### config.mk
export PLATFORM = sky130hd
export DESIGN_NAME = gripper_axis_command_regs
export DESIGN_NICKNAME = d
export VERILOG_FILES = /design/src/inc/grip_pkg.sv /design/src/rtl/axis_motion.sv /design/src/rtl/force_current_map.sv /design/src/rtl/gripper_axis_command_regs.sv
export VERILOG_INCLUDE_DIRS = /design/src /design/src/inc
export SDC_FILE = /design/constraint.sdc
export NUM_CORES = 1
export LEC_CHECK = 0
export ABC_AREA = 1
export BUFFER_PORTS_ARGS = -buffer_cell sky130_fd_sc_hd__buf_2
export CAP_MARGIN = 25
export CORE_MARGIN = 5
export CORE_UTILIZATION = 25
export DETAILED_ROUTE_END_ITERATION = 6
export PLACE_DENSITY = 0.5
export SLEW_MARGIN = 10
export SYNTH_ARGS = -nofsm -noshare
export SYNTH_HDL_FRONTEND = slang
export SYNTH_HIERARCHICAL = 1
export SYNTH_SLANG_ARGS = --single-unit
### constraint.sdc
create_clock -name sys_clk -period 5.84 [get_ports sys_clk]
set_input_delay 0.584 -clock sys_clk [delete_from_list [all_inputs] [get_ports sys_clk]]
set_output_delay 0.584 -clock sys_clk [all_outputs]
set_load 0.005 [all_outputs]
### src/inc/grip_defines.svh
// Purpose: Offsets, field codes, limits and scale figures of the axis
//          command bank.
// Assumes: Byte-addressed command space, 4-bit address.
// Notes:   Definitions only.
`ifndef GRIP_DEFINES_SVH
`define GRIP_DEFINES_SVH

`define ADDR_W              4
`define OFS_COMMON_SPEED    4'h4
`define OFS_COMMON_FORCE    4'h5
`define OFS_SECOND_TARGET   4'h6
`define OFS_SECOND_SPEED    4'h7
`define OFS_SECOND_FORCE    4'h8
`define OFS_THIRD_TARGET    4'h9
`define OFS_THIRD_SPEED     4'hA
`define OFS_THIRD_FORCE     4'hB
`define OFS_SPREAD_TARGET   4'hC
`define OFS_SPREAD_SPEED    4'hD
`define OFS_SPREAD_FORCE    4'hE
`define CMD_RESET_VAL       8'h00
`define UNMAPPED_READ       8'h00

`define MODE_BASIC          2'h0
`define MODE_PINCH          2'h1
`define MODE_WIDE           2'h2
`define MODE_SCISSOR        2'h3

`define SPREAD_POS_BASIC    8'h89
`define SPREAD_POS_PINCH    8'hDC
`define SPREAD_POS_WIDE     8'h1B
`define FINGER_POS_SCISSOR  8'h00

`define FINGER_SOFT_MIN     8'h06
`define FINGER_SOFT_MAX     8'hF8
`define SPREAD_SOFT_MIN     8'h00
`define SPREAD_SOFT_MAX     8'hFF
`define SPREAD_SOFT_MAX_ICS 8'hDC

`define SPEED_MIN_CMPS      16'h0898
`define SPEED_STEP_CMPS     16'h0022
`define FORCE_MIN_MN        16'h3A98
`define FORCE_STEP_MN       16'h00AF
`define CURRENT_BASE        8'h20
`define CURRENT_KNEE        8'h40

`define STEP_ACC_W          16
`define STEP_RATE_BASE      16'h0010
`define BLANK_STEPS         4'h8

`endif

### src/inc/grip_pkg.sv
// Purpose: Shared types of the axis command bank.
// Assumes: Four axes: A, B, C and the spread axis.
// Notes:   Numeric constants live in grip_defines.svh.
package grip_pkg;
  typedef logic [7:0]  byte_t;
  typedef logic [15:0] word_t;
  typedef enum logic [1:0] {AX_IDLE, AX_MOVING, AX_AT_TARGET, AX_CONTACT}
    axis_phase_e;
endpackage

### src/rtl/axis_motion.sv
// Purpose: One axis: steps toward its target, stops on over-current.
// Assumes: Motor current sample is synchronous to sys_clk.
// Notes:   Speed only sets the step rate; it never starts a motion.
`timescale 1ns/10ps
`default_nettype none
`include "grip_defines.svh"
module axis_motion (
  input  wire logic            sys_clk,        // System clock
  input  wire logic            rst,            // Synchronous reset
  input  wire logic            go_request,     // Go to target level
  input  wire grip_pkg::byte_t target,         // Clamped target
  input  wire grip_pkg::byte_t speed_code,     // Selected speed byte
  input  wire grip_pkg::byte_t current_limit,  // Current ceiling
  input  wire grip_pkg::byte_t motor_current,  // Measured current
  output var  grip_pkg::byte_t position,       // Axis position
  output var grip_pkg::axis_phase_e phase      // Axis phase
);
  import grip_pkg::*;

  logic                   go_d_reg;
  byte_t                  target_d_reg;
  logic [`STEP_ACC_W-1:0] acc_reg;
  logic [`STEP_ACC_W:0]   acc_sum;
  logic [3:0]             blank_reg;
  logic                   start;
  logic                   step;
  logic                   blank_done;

  // A new target or a fresh go starts; a speed write cannot
  assign start      = go_request && (!go_d_reg || target != target_d_reg);
  assign acc_sum    = {1'b0, acc_reg} + {1'b0, `STEP_RATE_BASE}
                    + {9'h000, speed_code};
  assign step       = acc_sum[`STEP_ACC_W] && phase == AX_MOVING;
  assign blank_done = blank_reg == `BLANK_STEPS;

  always_ff @(posedge sys_clk) begin
    if (rst) begin
      go_d_reg     <= 1'b0;
      target_d_reg <= `CMD_RESET_VAL;
      acc_reg      <= '0;
    end else begin
      go_d_reg     <= go_request;
      target_d_reg <= target;
      acc_reg      <= acc_sum[`STEP_ACC_W-1:0];
    end
  end

  always_ff @(posedge sys_clk) begin
    if (rst) begin
      phase <= AX_IDLE;
    end else if (!go_request) begin
      phase <= AX_IDLE;
    end else if (start) begin
      phase <= (position == target) ? AX_AT_TARGET : AX_MOVING;
    end else if (phase == AX_MOVING) begin
      if (position == target) begin
        phase <= AX_AT_TARGET;
      end else if (blank_done && motor_current > current_limit) begin
        phase <= AX_CONTACT;
      end
    end
  end

  // Limit ignored over the first few steps of each motion
  always_ff @(posedge sys_clk) begin
    if (rst || start) begin
      blank_reg <= 4'h0;
    end else if (step && !blank_done) begin
      blank_reg <= blank_reg + 4'h1;
    end
  end

  always_ff @(posedge sys_clk) begin
    if (rst) begin
      position <= `CMD_RESET_VAL;
    end else if (step && position != target) begin
      position <= (target > position) ? position + 8'h01 : position - 8'h01;
    end
  end
endmodule
`default_nettype wire

### src/rtl/force_current_map.sv
// Purpose: Turns a force code into a motor current ceiling and a force.
// Assumes: Force code changes rarely; one cycle of latency is harmless.
// Notes:   Bent two-slope curve stands in for the non-linear motor law.
`timescale 1ns/10ps
`default_nettype none
`include "grip_defines.svh"
module force_current_map (
  input  wire logic           sys_clk,       // System clock
  input  wire logic           rst,           // Synchronous reset
  input  wire grip_pkg::byte_t force_code,   // Selected force byte
  output var  grip_pkg::byte_t current_limit, // Current ceiling
  output var  grip_pkg::word_t force_mn     // Force in millinewton
);
  import grip_pkg::*;

  word_t force_prod;
  byte_t limit_next;

  assign force_prod = 16'(force_code * `FORCE_STEP_MN);

  always_comb begin
    if (force_code[7]) begin
      limit_next = `CURRENT_BASE + `CURRENT_KNEE + {1'b0, force_code[6:0]};
    end else begin
      limit_next = `CURRENT_BASE + {2'b00, force_code[6:1]};
    end
  end

  // Code 0 gives the floor force, not zero
  always_ff @(posedge sys_clk) begin
    if (rst) begin
      current_limit <= `CURRENT_BASE;
      force_mn      <= `FORCE_MIN_MN;
    end else begin
      current_limit <= limit_next;
      force_mn      <= `FORCE_MIN_MN + force_prod;
    end
  end
endmodule
`default_nettype wire

### src/rtl/gripper_axis_command_regs.sv
// Purpose: Per-axis command bytes of a three-finger gripper and the
//          selection that turns them into one command set per axis.
// Assumes: Controller writes bytes synchronously; flags are plain levels.
// Notes:   Axis order is A, B, C, spread. Read data lag one cycle.
`timescale 1ns/10ps
`default_nettype none
`include "grip_defines.svh"
module gripper_axis_command_regs (
  input  wire logic                 sys_clk,          // System clock
  input  wire logic                 rst,              // Sync reset, high
  input  wire logic                 wr_strobe,        // Byte write
  input  wire logic [`ADDR_W-1:0]   wr_addr,          // Write byte offset
  input  wire grip_pkg::byte_t      wr_data,          // Write byte
  input  wire logic [`ADDR_W-1:0]   rd_addr,          // Read byte offset
  output var  grip_pkg::byte_t      rd_data,          // Read byte
  input  wire grip_pkg::byte_t      common_target,    // Byte 3 target
  input  wire logic                 individual_finger_control, // Flag
  input  wire logic                 individual_spread_control, // Flag
  input  wire logic [1:0]           grasping_mode_select,      // Mode
  input  wire logic                 go_request,       // Go to target
  input  wire grip_pkg::byte_t [3:0] motor_current,   // Per axis current
  output wire grip_pkg::byte_t [3:0] axis_position,   // Per axis position
  output wire grip_pkg::byte_t [3:0] axis_target,     // Clamped targets
  output wire grip_pkg::word_t [3:0] axis_speed_cmps, // Speed, 0.01 mm/s
  output wire grip_pkg::word_t [3:0] axis_force_mn,   // Force, mN
  output wire logic [3:0]            axis_moving,     // Axis in motion
  output wire logic [3:0]            axis_at_target,  // Target reached
  output wire logic [3:0]            object_detect    // Stopped on contact
);
  import grip_pkg::*;

  byte_t common_speed_reg;
  byte_t common_force_reg;
  byte_t second_finger_target_reg;
  byte_t second_finger_speed_reg;
  byte_t second_finger_force_reg;
  byte_t third_finger_target_reg;
  byte_t third_finger_speed_reg;
  byte_t third_finger_force_reg;
  byte_t spread_axis_target_reg;
  byte_t spread_axis_speed_reg;
  byte_t spread_axis_force_reg;
  byte_t rd_data_next;

  logic  fingers_own;
  byte_t [3:0] sel_target;
  byte_t [3:0] sel_speed;
  byte_t [3:0] sel_force;
  byte_t [3:0] soft_min;
  byte_t [3:0] soft_max;
  byte_t spread_mode_target;

  // Every byte holds until rewritten; no flag change clears it
  always_ff @(posedge sys_clk) begin
    if (rst) begin
      common_speed_reg         <= `CMD_RESET_VAL;
      common_force_reg         <= `CMD_RESET_VAL;
      second_finger_target_reg <= `CMD_RESET_VAL;
      second_finger_speed_reg  <= `CMD_RESET_VAL;
      second_finger_force_reg  <= `CMD_RESET_VAL;
      third_finger_target_reg  <= `CMD_RESET_VAL;
      third_finger_speed_reg   <= `CMD_RESET_VAL;
      third_finger_force_reg   <= `CMD_RESET_VAL;
      spread_axis_target_reg   <= `CMD_RESET_VAL;
      spread_axis_speed_reg    <= `CMD_RESET_VAL;
      spread_axis_force_reg    <= `CMD_RESET_VAL;
    end else if (wr_strobe) begin
      unique case (wr_addr)
        `OFS_COMMON_SPEED:  common_speed_reg         <= wr_data;
        `OFS_COMMON_FORCE:  common_force_reg         <= wr_data;
        `OFS_SECOND_TARGET: second_finger_target_reg <= wr_data;
        `OFS_SECOND_SPEED:  second_finger_speed_reg  <= wr_data;
        `OFS_SECOND_FORCE:  second_finger_force_reg  <= wr_data;
        `OFS_THIRD_TARGET:  third_finger_target_reg  <= wr_data;
        `OFS_THIRD_SPEED:   third_finger_speed_reg   <= wr_data;
        `OFS_THIRD_FORCE:   third_finger_force_reg   <= wr_data;
        `OFS_SPREAD_TARGET: spread_axis_target_reg   <= wr_data;
        `OFS_SPREAD_SPEED:  spread_axis_speed_reg    <= wr_data;
        `OFS_SPREAD_FORCE:  spread_axis_force_reg    <= wr_data;
        // Unmapped offsets are dropped silently
        default: ;
      endcase
    end
  end

  always_comb begin
    unique case (rd_addr)
      `OFS_COMMON_SPEED:  rd_data_next = common_speed_reg;
      `OFS_COMMON_FORCE:  rd_data_next = common_force_reg;
      `OFS_SECOND_TARGET: rd_data_next = second_finger_target_reg;
      `OFS_SECOND_SPEED:  rd_data_next = second_finger_speed_reg;
      `OFS_SECOND_FORCE:  rd_data_next = second_finger_force_reg;
      `OFS_THIRD_TARGET:  rd_data_next = third_finger_target_reg;
      `OFS_THIRD_SPEED:   rd_data_next = third_finger_speed_reg;
      `OFS_THIRD_FORCE:   rd_data_next = third_finger_force_reg;
      `OFS_SPREAD_TARGET: rd_data_next = spread_axis_target_reg;
      `OFS_SPREAD_SPEED:  rd_data_next = spread_axis_speed_reg;
      `OFS_SPREAD_FORCE:  rd_data_next = spread_axis_force_reg;
      default:            rd_data_next = `UNMAPPED_READ;
    endcase
  end

  always_ff @(posedge sys_clk) begin
    if (rst) begin
      rd_data <= `UNMAPPED_READ;
    end else begin
      rd_data <= rd_data_next;
    end
  end

  // Scissor mode pins the fingers unless the spread axis is free
  assign fingers_own = individual_finger_control
                    && !(grasping_mode_select == `MODE_SCISSOR
                         && !individual_spread_control);

  always_comb begin
    unique case (grasping_mode_select)
      `MODE_BASIC:   spread_mode_target = `SPREAD_POS_BASIC;
      `MODE_PINCH:   spread_mode_target = `SPREAD_POS_PINCH;
      `MODE_WIDE:    spread_mode_target = `SPREAD_POS_WIDE;
      `MODE_SCISSOR: spread_mode_target = common_target;
    endcase
  end

  // Selection of the byte set that drives each axis
  always_comb begin
    // Finger A follows the common set; scissor parking below overrides its target
    sel_target[0] = common_target;
    sel_speed[0]  = common_speed_reg;
    sel_force[0]  = common_force_reg;
    if (fingers_own) begin
      sel_target[1] = second_finger_target_reg;
      sel_speed[1]  = second_finger_speed_reg;
      sel_force[1]  = second_finger_force_reg;
      sel_target[2] = third_finger_target_reg;
      sel_speed[2]  = third_finger_speed_reg;
      sel_force[2]  = third_finger_force_reg;
    end else begin
      sel_target[1] = common_target;
      sel_speed[1]  = common_speed_reg;
      sel_force[1]  = common_force_reg;
      sel_target[2] = common_target;
      sel_speed[2]  = common_speed_reg;
      sel_force[2]  = common_force_reg;
    end
    // Finger flag has no say here
    if (grasping_mode_select == `MODE_SCISSOR
        && !individual_spread_control) begin
      // In scissor mode without individual spread control the fingers park and the spread axis grips
      sel_target[0] = `FINGER_POS_SCISSOR;
      sel_target[1] = `FINGER_POS_SCISSOR;
      sel_target[2] = `FINGER_POS_SCISSOR;
    end
    if (individual_spread_control) begin
      sel_target[3] = spread_axis_target_reg;
      sel_speed[3]  = spread_axis_speed_reg;
      sel_force[3]  = spread_axis_force_reg;
    end else begin
      sel_target[3] = spread_mode_target;
      sel_speed[3]  = common_speed_reg;
      sel_force[3]  = common_force_reg;
    end
  end

  // Free spread axis gets a tighter closed limit so B and C cannot clash
  always_comb begin
    soft_min[0] = `FINGER_SOFT_MIN;
    soft_min[1] = `FINGER_SOFT_MIN;
    soft_min[2] = `FINGER_SOFT_MIN;
    soft_min[3] = `SPREAD_SOFT_MIN;
    soft_max[0] = `FINGER_SOFT_MAX;
    soft_max[1] = `FINGER_SOFT_MAX;
    soft_max[2] = `FINGER_SOFT_MAX;
    soft_max[3] = individual_spread_control ? `SPREAD_SOFT_MAX_ICS
                                            : `SPREAD_SOFT_MAX;
  end

  genvar ax;
  generate
    for (ax = 0; ax < 4; ax = ax + 1) begin : g_axis
      byte_t        clamped;
      byte_t        target_reg;
      word_t        speed_prod;
      word_t        speed_reg;
      byte_t        current_limit;
      word_t        force_val;
      byte_t        position;
      axis_phase_e  phase;
      logic         moving_reg;
      logic         at_target_reg;
      logic         detect_reg;

      // Unsigned target, 00 open stop, FF closed stop
      // Out-of-range request is replaced by the limit
      always_comb begin
        if (sel_target[ax] < soft_min[ax]) begin
          clamped = soft_min[ax];
        end else if (sel_target[ax] > soft_max[ax]) begin
          clamped = soft_max[ax];
        end else begin
          clamped = sel_target[ax];
        end
      end

      assign speed_prod = 16'(sel_speed[ax] * `SPEED_STEP_CMPS);

      always_ff @(posedge sys_clk) begin
        if (rst) begin
          target_reg <= `CMD_RESET_VAL;
          speed_reg  <= `SPEED_MIN_CMPS;
        end else begin
          target_reg <= clamped;
          // Code 0 is the slowest real speed, not a halt
          speed_reg  <= `SPEED_MIN_CMPS + speed_prod;
        end
      end

      force_current_map u_force (
        .sys_clk       (sys_clk),
        .rst           (rst),
        .force_code    (sel_force[ax]),
        .current_limit (current_limit),
        .force_mn      (force_val)
      );

      axis_motion u_motion (
        .sys_clk       (sys_clk),
        .rst           (rst),
        .go_request    (go_request),
        .target        (target_reg),
        .speed_code    (sel_speed[ax]),
        .current_limit (current_limit),
        .motor_current (motor_current[ax]),
        .position      (position),
        .phase         (phase)
      );

      // Reaching a clamped limit counts as reaching the request
      always_ff @(posedge sys_clk) begin
        if (rst) begin
          moving_reg    <= 1'b0;
          at_target_reg <= 1'b0;
          detect_reg    <= 1'b0;
        end else begin
          moving_reg    <= phase == AX_MOVING;
          at_target_reg <= phase == AX_AT_TARGET;
          detect_reg    <= phase == AX_CONTACT;
        end
      end

      assign axis_position[ax]   = position;
      assign axis_target[ax]     = target_reg;
      assign axis_speed_cmps[ax] = speed_reg;
      assign axis_force_mn[ax]   = force_val;
      assign axis_moving[ax]     = moving_reg;
      assign axis_at_target[ax]  = at_target_reg;
      assign object_detect[ax]   = detect_reg;
    end
  endgenerate
endmodule
`default_nettype wire

==> metrics.md <==
| Metric | Value |
|---|---|
| Switching power | `2.69 mW` |
| Cell area after synthesis | `0.0298 sq mm` |
| Critical Path Stages | `18` |
| Minimum clock period after layout | `4850 ps` |
| DR pass1 iterations | `5` |
| Fillers | `12.9k` |
| CP startpoint kind | `register` |
| Cell Chain, Critical Path | `inv_1 > o21ai_1 > buf_4 > ha_1 > inv_1 > fa_1 > inv_1 > fa_1 > inv_1 > fa_1 > inv_1 > ha_1 > nand2_1 > nand3_2 > a21oi_1 > nor2_1 > nor2_1 > nand2_1` |
| GP Congestion | `0.893` |
| Worst vdd ir | `0.232 mV` |
| Maximum clock rate | `0.206 GHz` |
| Root Buffer | `clkbuf_16` |
| Sequential area share after synthesis | `0.301` |
| Power Density | `251 mW/mm^2` |
| Max Cap Viol | `0` |
| Clk pwr share | `0.442` |
| Final worst setup slack | `987 ps` |
| Final Power | `8.76 mW` |
| Vias in the first global route | `25.0k` |
| Share of the synthesized area in the top cell type | `0.301` |
| Slowest CP cell | `dfxtp_1` |
| Avg WL per Cell | `16.0 um` |
| Sw Ratio | `0.307` |
| DIE WIDTH | `355 um` |
| Final ANT Viol Nets | `0` |
| Most frequent cells in the layout | `inv_1 (763), nand2_1 (678), dfxtp_1 (448), ha_1 (362), nor2_1 (352)` |
| Worst reg-to-reg path cell count | `18` |
| Vias per inst | `4.37` |
| Critical Path RT | `6390 ps` |
| Worst-path clk slew | `60 ps` |
| Most common cell after layout, fill and taps aside | `inv_1` |
| CP startpoint | `common_force_reg[2]$_SDFFE_PP0P_` |
| Die H | `355 um` |
| Worst reg-to-reg setup slack | `990 ps` |
| Total Wirelength | `93700 um` |
| GRT Overall Usage | `0.146` |
| Synth-to-layout area growth | `17.3%` |
| Reg2reg end | `g_axis[3].u_force/force_mn[11]$_SDFF_PP1_` |
| Hold/Removal Path Class | `input pin to register` |
| Sequential share of power | `0.377` |
| Largest net degree at the start of global routing | `97` |
| Clock skew | `31.9 ps` |
| TritonCTS clock tree | `yes` |
| Layout cells sized above 1 | `0.124` |
| DRC violations left | `0` |
| Post-CTS Setup Inserts | `0` |
| Cell taking the most area after synthesis | `dfxtp_1` |
| Initial antenna violation count | `32` |
| Synth Area per Inst | `7.48 sq um` |
| Worst Max-Slew Pin Slew | `1060 ps` |
| Largest cells by area after synthesis | `dfxtp_1 (30%), ha_1 (15%), inv_1 (9.6%)` |
| Relative slew slack | `0.286` |
| Reg-to-Reg Start | `common_force_reg[2]$_SDFFE_PP0P_` |
| CP top delay family | `adder cells` |
| Cell variety after synth | `45` |
| Via Count | `25.6k` |
| Int Power | `6.07 mW` |
| Starting density of the core | `0.252` |
| Tcrit/Tclk final | `0.831` |
| Worst setup EP type | `register` |
| Gate Count Post-Synth | `3984` |
| PostCTS Resize Cnt | `0` |
| Detail Placement HPWL | `74100 um` |
| P_leak | `17.2 nW` |
| NumNets Final | `4809` |
| Num CTS Buffers | `59` |
| Hold buffer count at cts | `0` |
| Final setup fails | `0` |
| Crit-path max FO | `10` |
| CTS H-Tree Depth | `2` |
| Yosys reg bits | `448` |
| Outcome | `completed` |
| Remaining Overflow, GRT | `0` |
| Clock sink count | `448` |
| Global-route wire length before repair | `145000 um` |
| CP Class | `register to register` |
| Row cnt | `126` |
| Critical Path AT | `5400 ps` |
| Worst skew pair latency | `670 ps` |
| Max stage delay on crit path | `790 ps` |
| IO Port Bufs | `267` |
| Initial drt markers | `1695` |
| Max-slew violations | `0` |
| I/O pins | `276` |
| Post-Route Setup TNS | `0 ps` |
| Buf+Inv Stages, Crit Path | `6` |
| Synth Warn # | `6` |
| Pre-CTS setup slack | `650 ps` |
| CTS max path bufs | `3` |
| Area of the die | `0.126 sq mm` |
| Core Area | `0.118 sq mm` |
| Comb power frac | `0.181` |
| Crit path top cell by count | `inv_1` |
| Worst setup endpoint | `g_axis[3].u_force/force_mn[11]$_SDFF_PP1_` |
| Final Hold Vio Count | `0` |
| RSZ-0062 raised after global routing | `no` |
cells by family (layout without fill, tap and decap cells):
family	after synthesis	after routing	share of synthesized area
xor+xnor	49	49	0.0144
buf+inv	873	1187	0.115
simple gates	1404	1404	0.206
other cells	1	28	0.000126
flops	448	448	0.301
fa+ha+maj	486	486	0.235
compound gates	723	723	0.128
power by group through the flow:
stage | combinational [mW] | sequential, mW | clock, mW
after detailed placement | 1.59 | 3.37 | 0
after global routing | 1.83 | 3.32 | 4.15
final | 1.58 | 3.30 | 3.87
after CTS | 1.61 | 3.31 | 4.03
after floorplan | 1.11 | 3.35 | 0
after global placement | 1.58 | 3.37 | 0
cell type report:
| class | instances | area (sq um) | share of cell area |
|---|---|---|---|
| multi-input cells | 2674 | 17400 | 0.499 |
| diodes | 16 | 40.0 | 0.00115 |
| well taps | 1536 | 1920 | 0.0550 |
| inverters | 776 | 2920 | 0.0835 |
| clock buffers | 74 | 1610 | 0.0461 |
| clock inverters | 37 | 460 | 0.0132 |
| repair buffers | 300 | 1590 | 0.0454 |
| flip-flops and latches | 448 | 8970 | 0.257 |
worst register-to-register path, delay by kind of cell (launching register included):
kind	cells	cell delay [ps]
flops	1	790
simple gates	5	470
buf+inv	6	740
fa+ha+maj	5	1980
compound gates	2	760
stage by stage:
| stage | util | hold slack [ps] | instance area (sq um) | std cells |
|---|---|---|---|---|
| after floorplan | - | 409 | 29800 | 3995 |
| after global placement | 0.278 | 454 | 32800 | 5732 |
| after detailed placement | 0.278 | 461 | 32800 | 5732 |
| after CTS | 0.295 | 242 | 34900 | 5843 |
| after global routing | 0.295 | 263 | 34900 | 5849 |
| final | 0.296 | 296 | 35000 | 5861 |
cell usage after synthesis (all sizes together):
cell type and instances:
inv 771, nand2 717, dfxtp 448, nor2 378, ha 362, a21oi 347
o21ai 292, nand3 202, fa 124, nand4 55, buf 53, clkbuf 44
o22ai 40, xnor2 26, xor2 23, nor3 21, or2 17, o21a 15
nor3b 10, o21bai 10, a31oi 6, a21o 5, clkinv 5, nand3b 4
a22oi 3, o221a 2, a21boi 1, conb 1, o211ai 1, o311ai 1
metal layers:
layer  GRT usage  vias up  routed length [um]
met3      0.0386      128                6350
li1            -    13300                   -
met4      0.0360       12                2040
met5           0        -                  68
met1       0.193    11700               43200
met2       0.237      502               42000
how the worst min path moves through the flow:
stage / start / to / slack, ps / cells past startpoint
floorplan: common_speed_reg[2]$_SDFFE_PP0P_ / g_axis[0].speed_reg[3]$_SDFF_PP1_ / 410 / 1
global placement: second_finger_speed_reg[7]$_SDFFE_PP0P_ / second_finger_speed_reg[7]$_SDFFE_PP0P_ / 450 / 2
detailed placement: common_force_reg[0]$_SDFFE_PP0P_ / common_force_reg[0]$_SDFFE_PP0P_ / 460 / 2
CTS: common_target[6] / g_axis[0].target_reg[6]$_SDFF_PP0_ / 240 / 3
global route: common_target[6] / g_axis[0].target_reg[6]$_SDFF_PP0_ / 260 / 3
finish: common_target[6] / g_axis[0].target_reg[6]$_SDFF_PP0_ / 300 / 3
(Power assumes the default switching activity.)
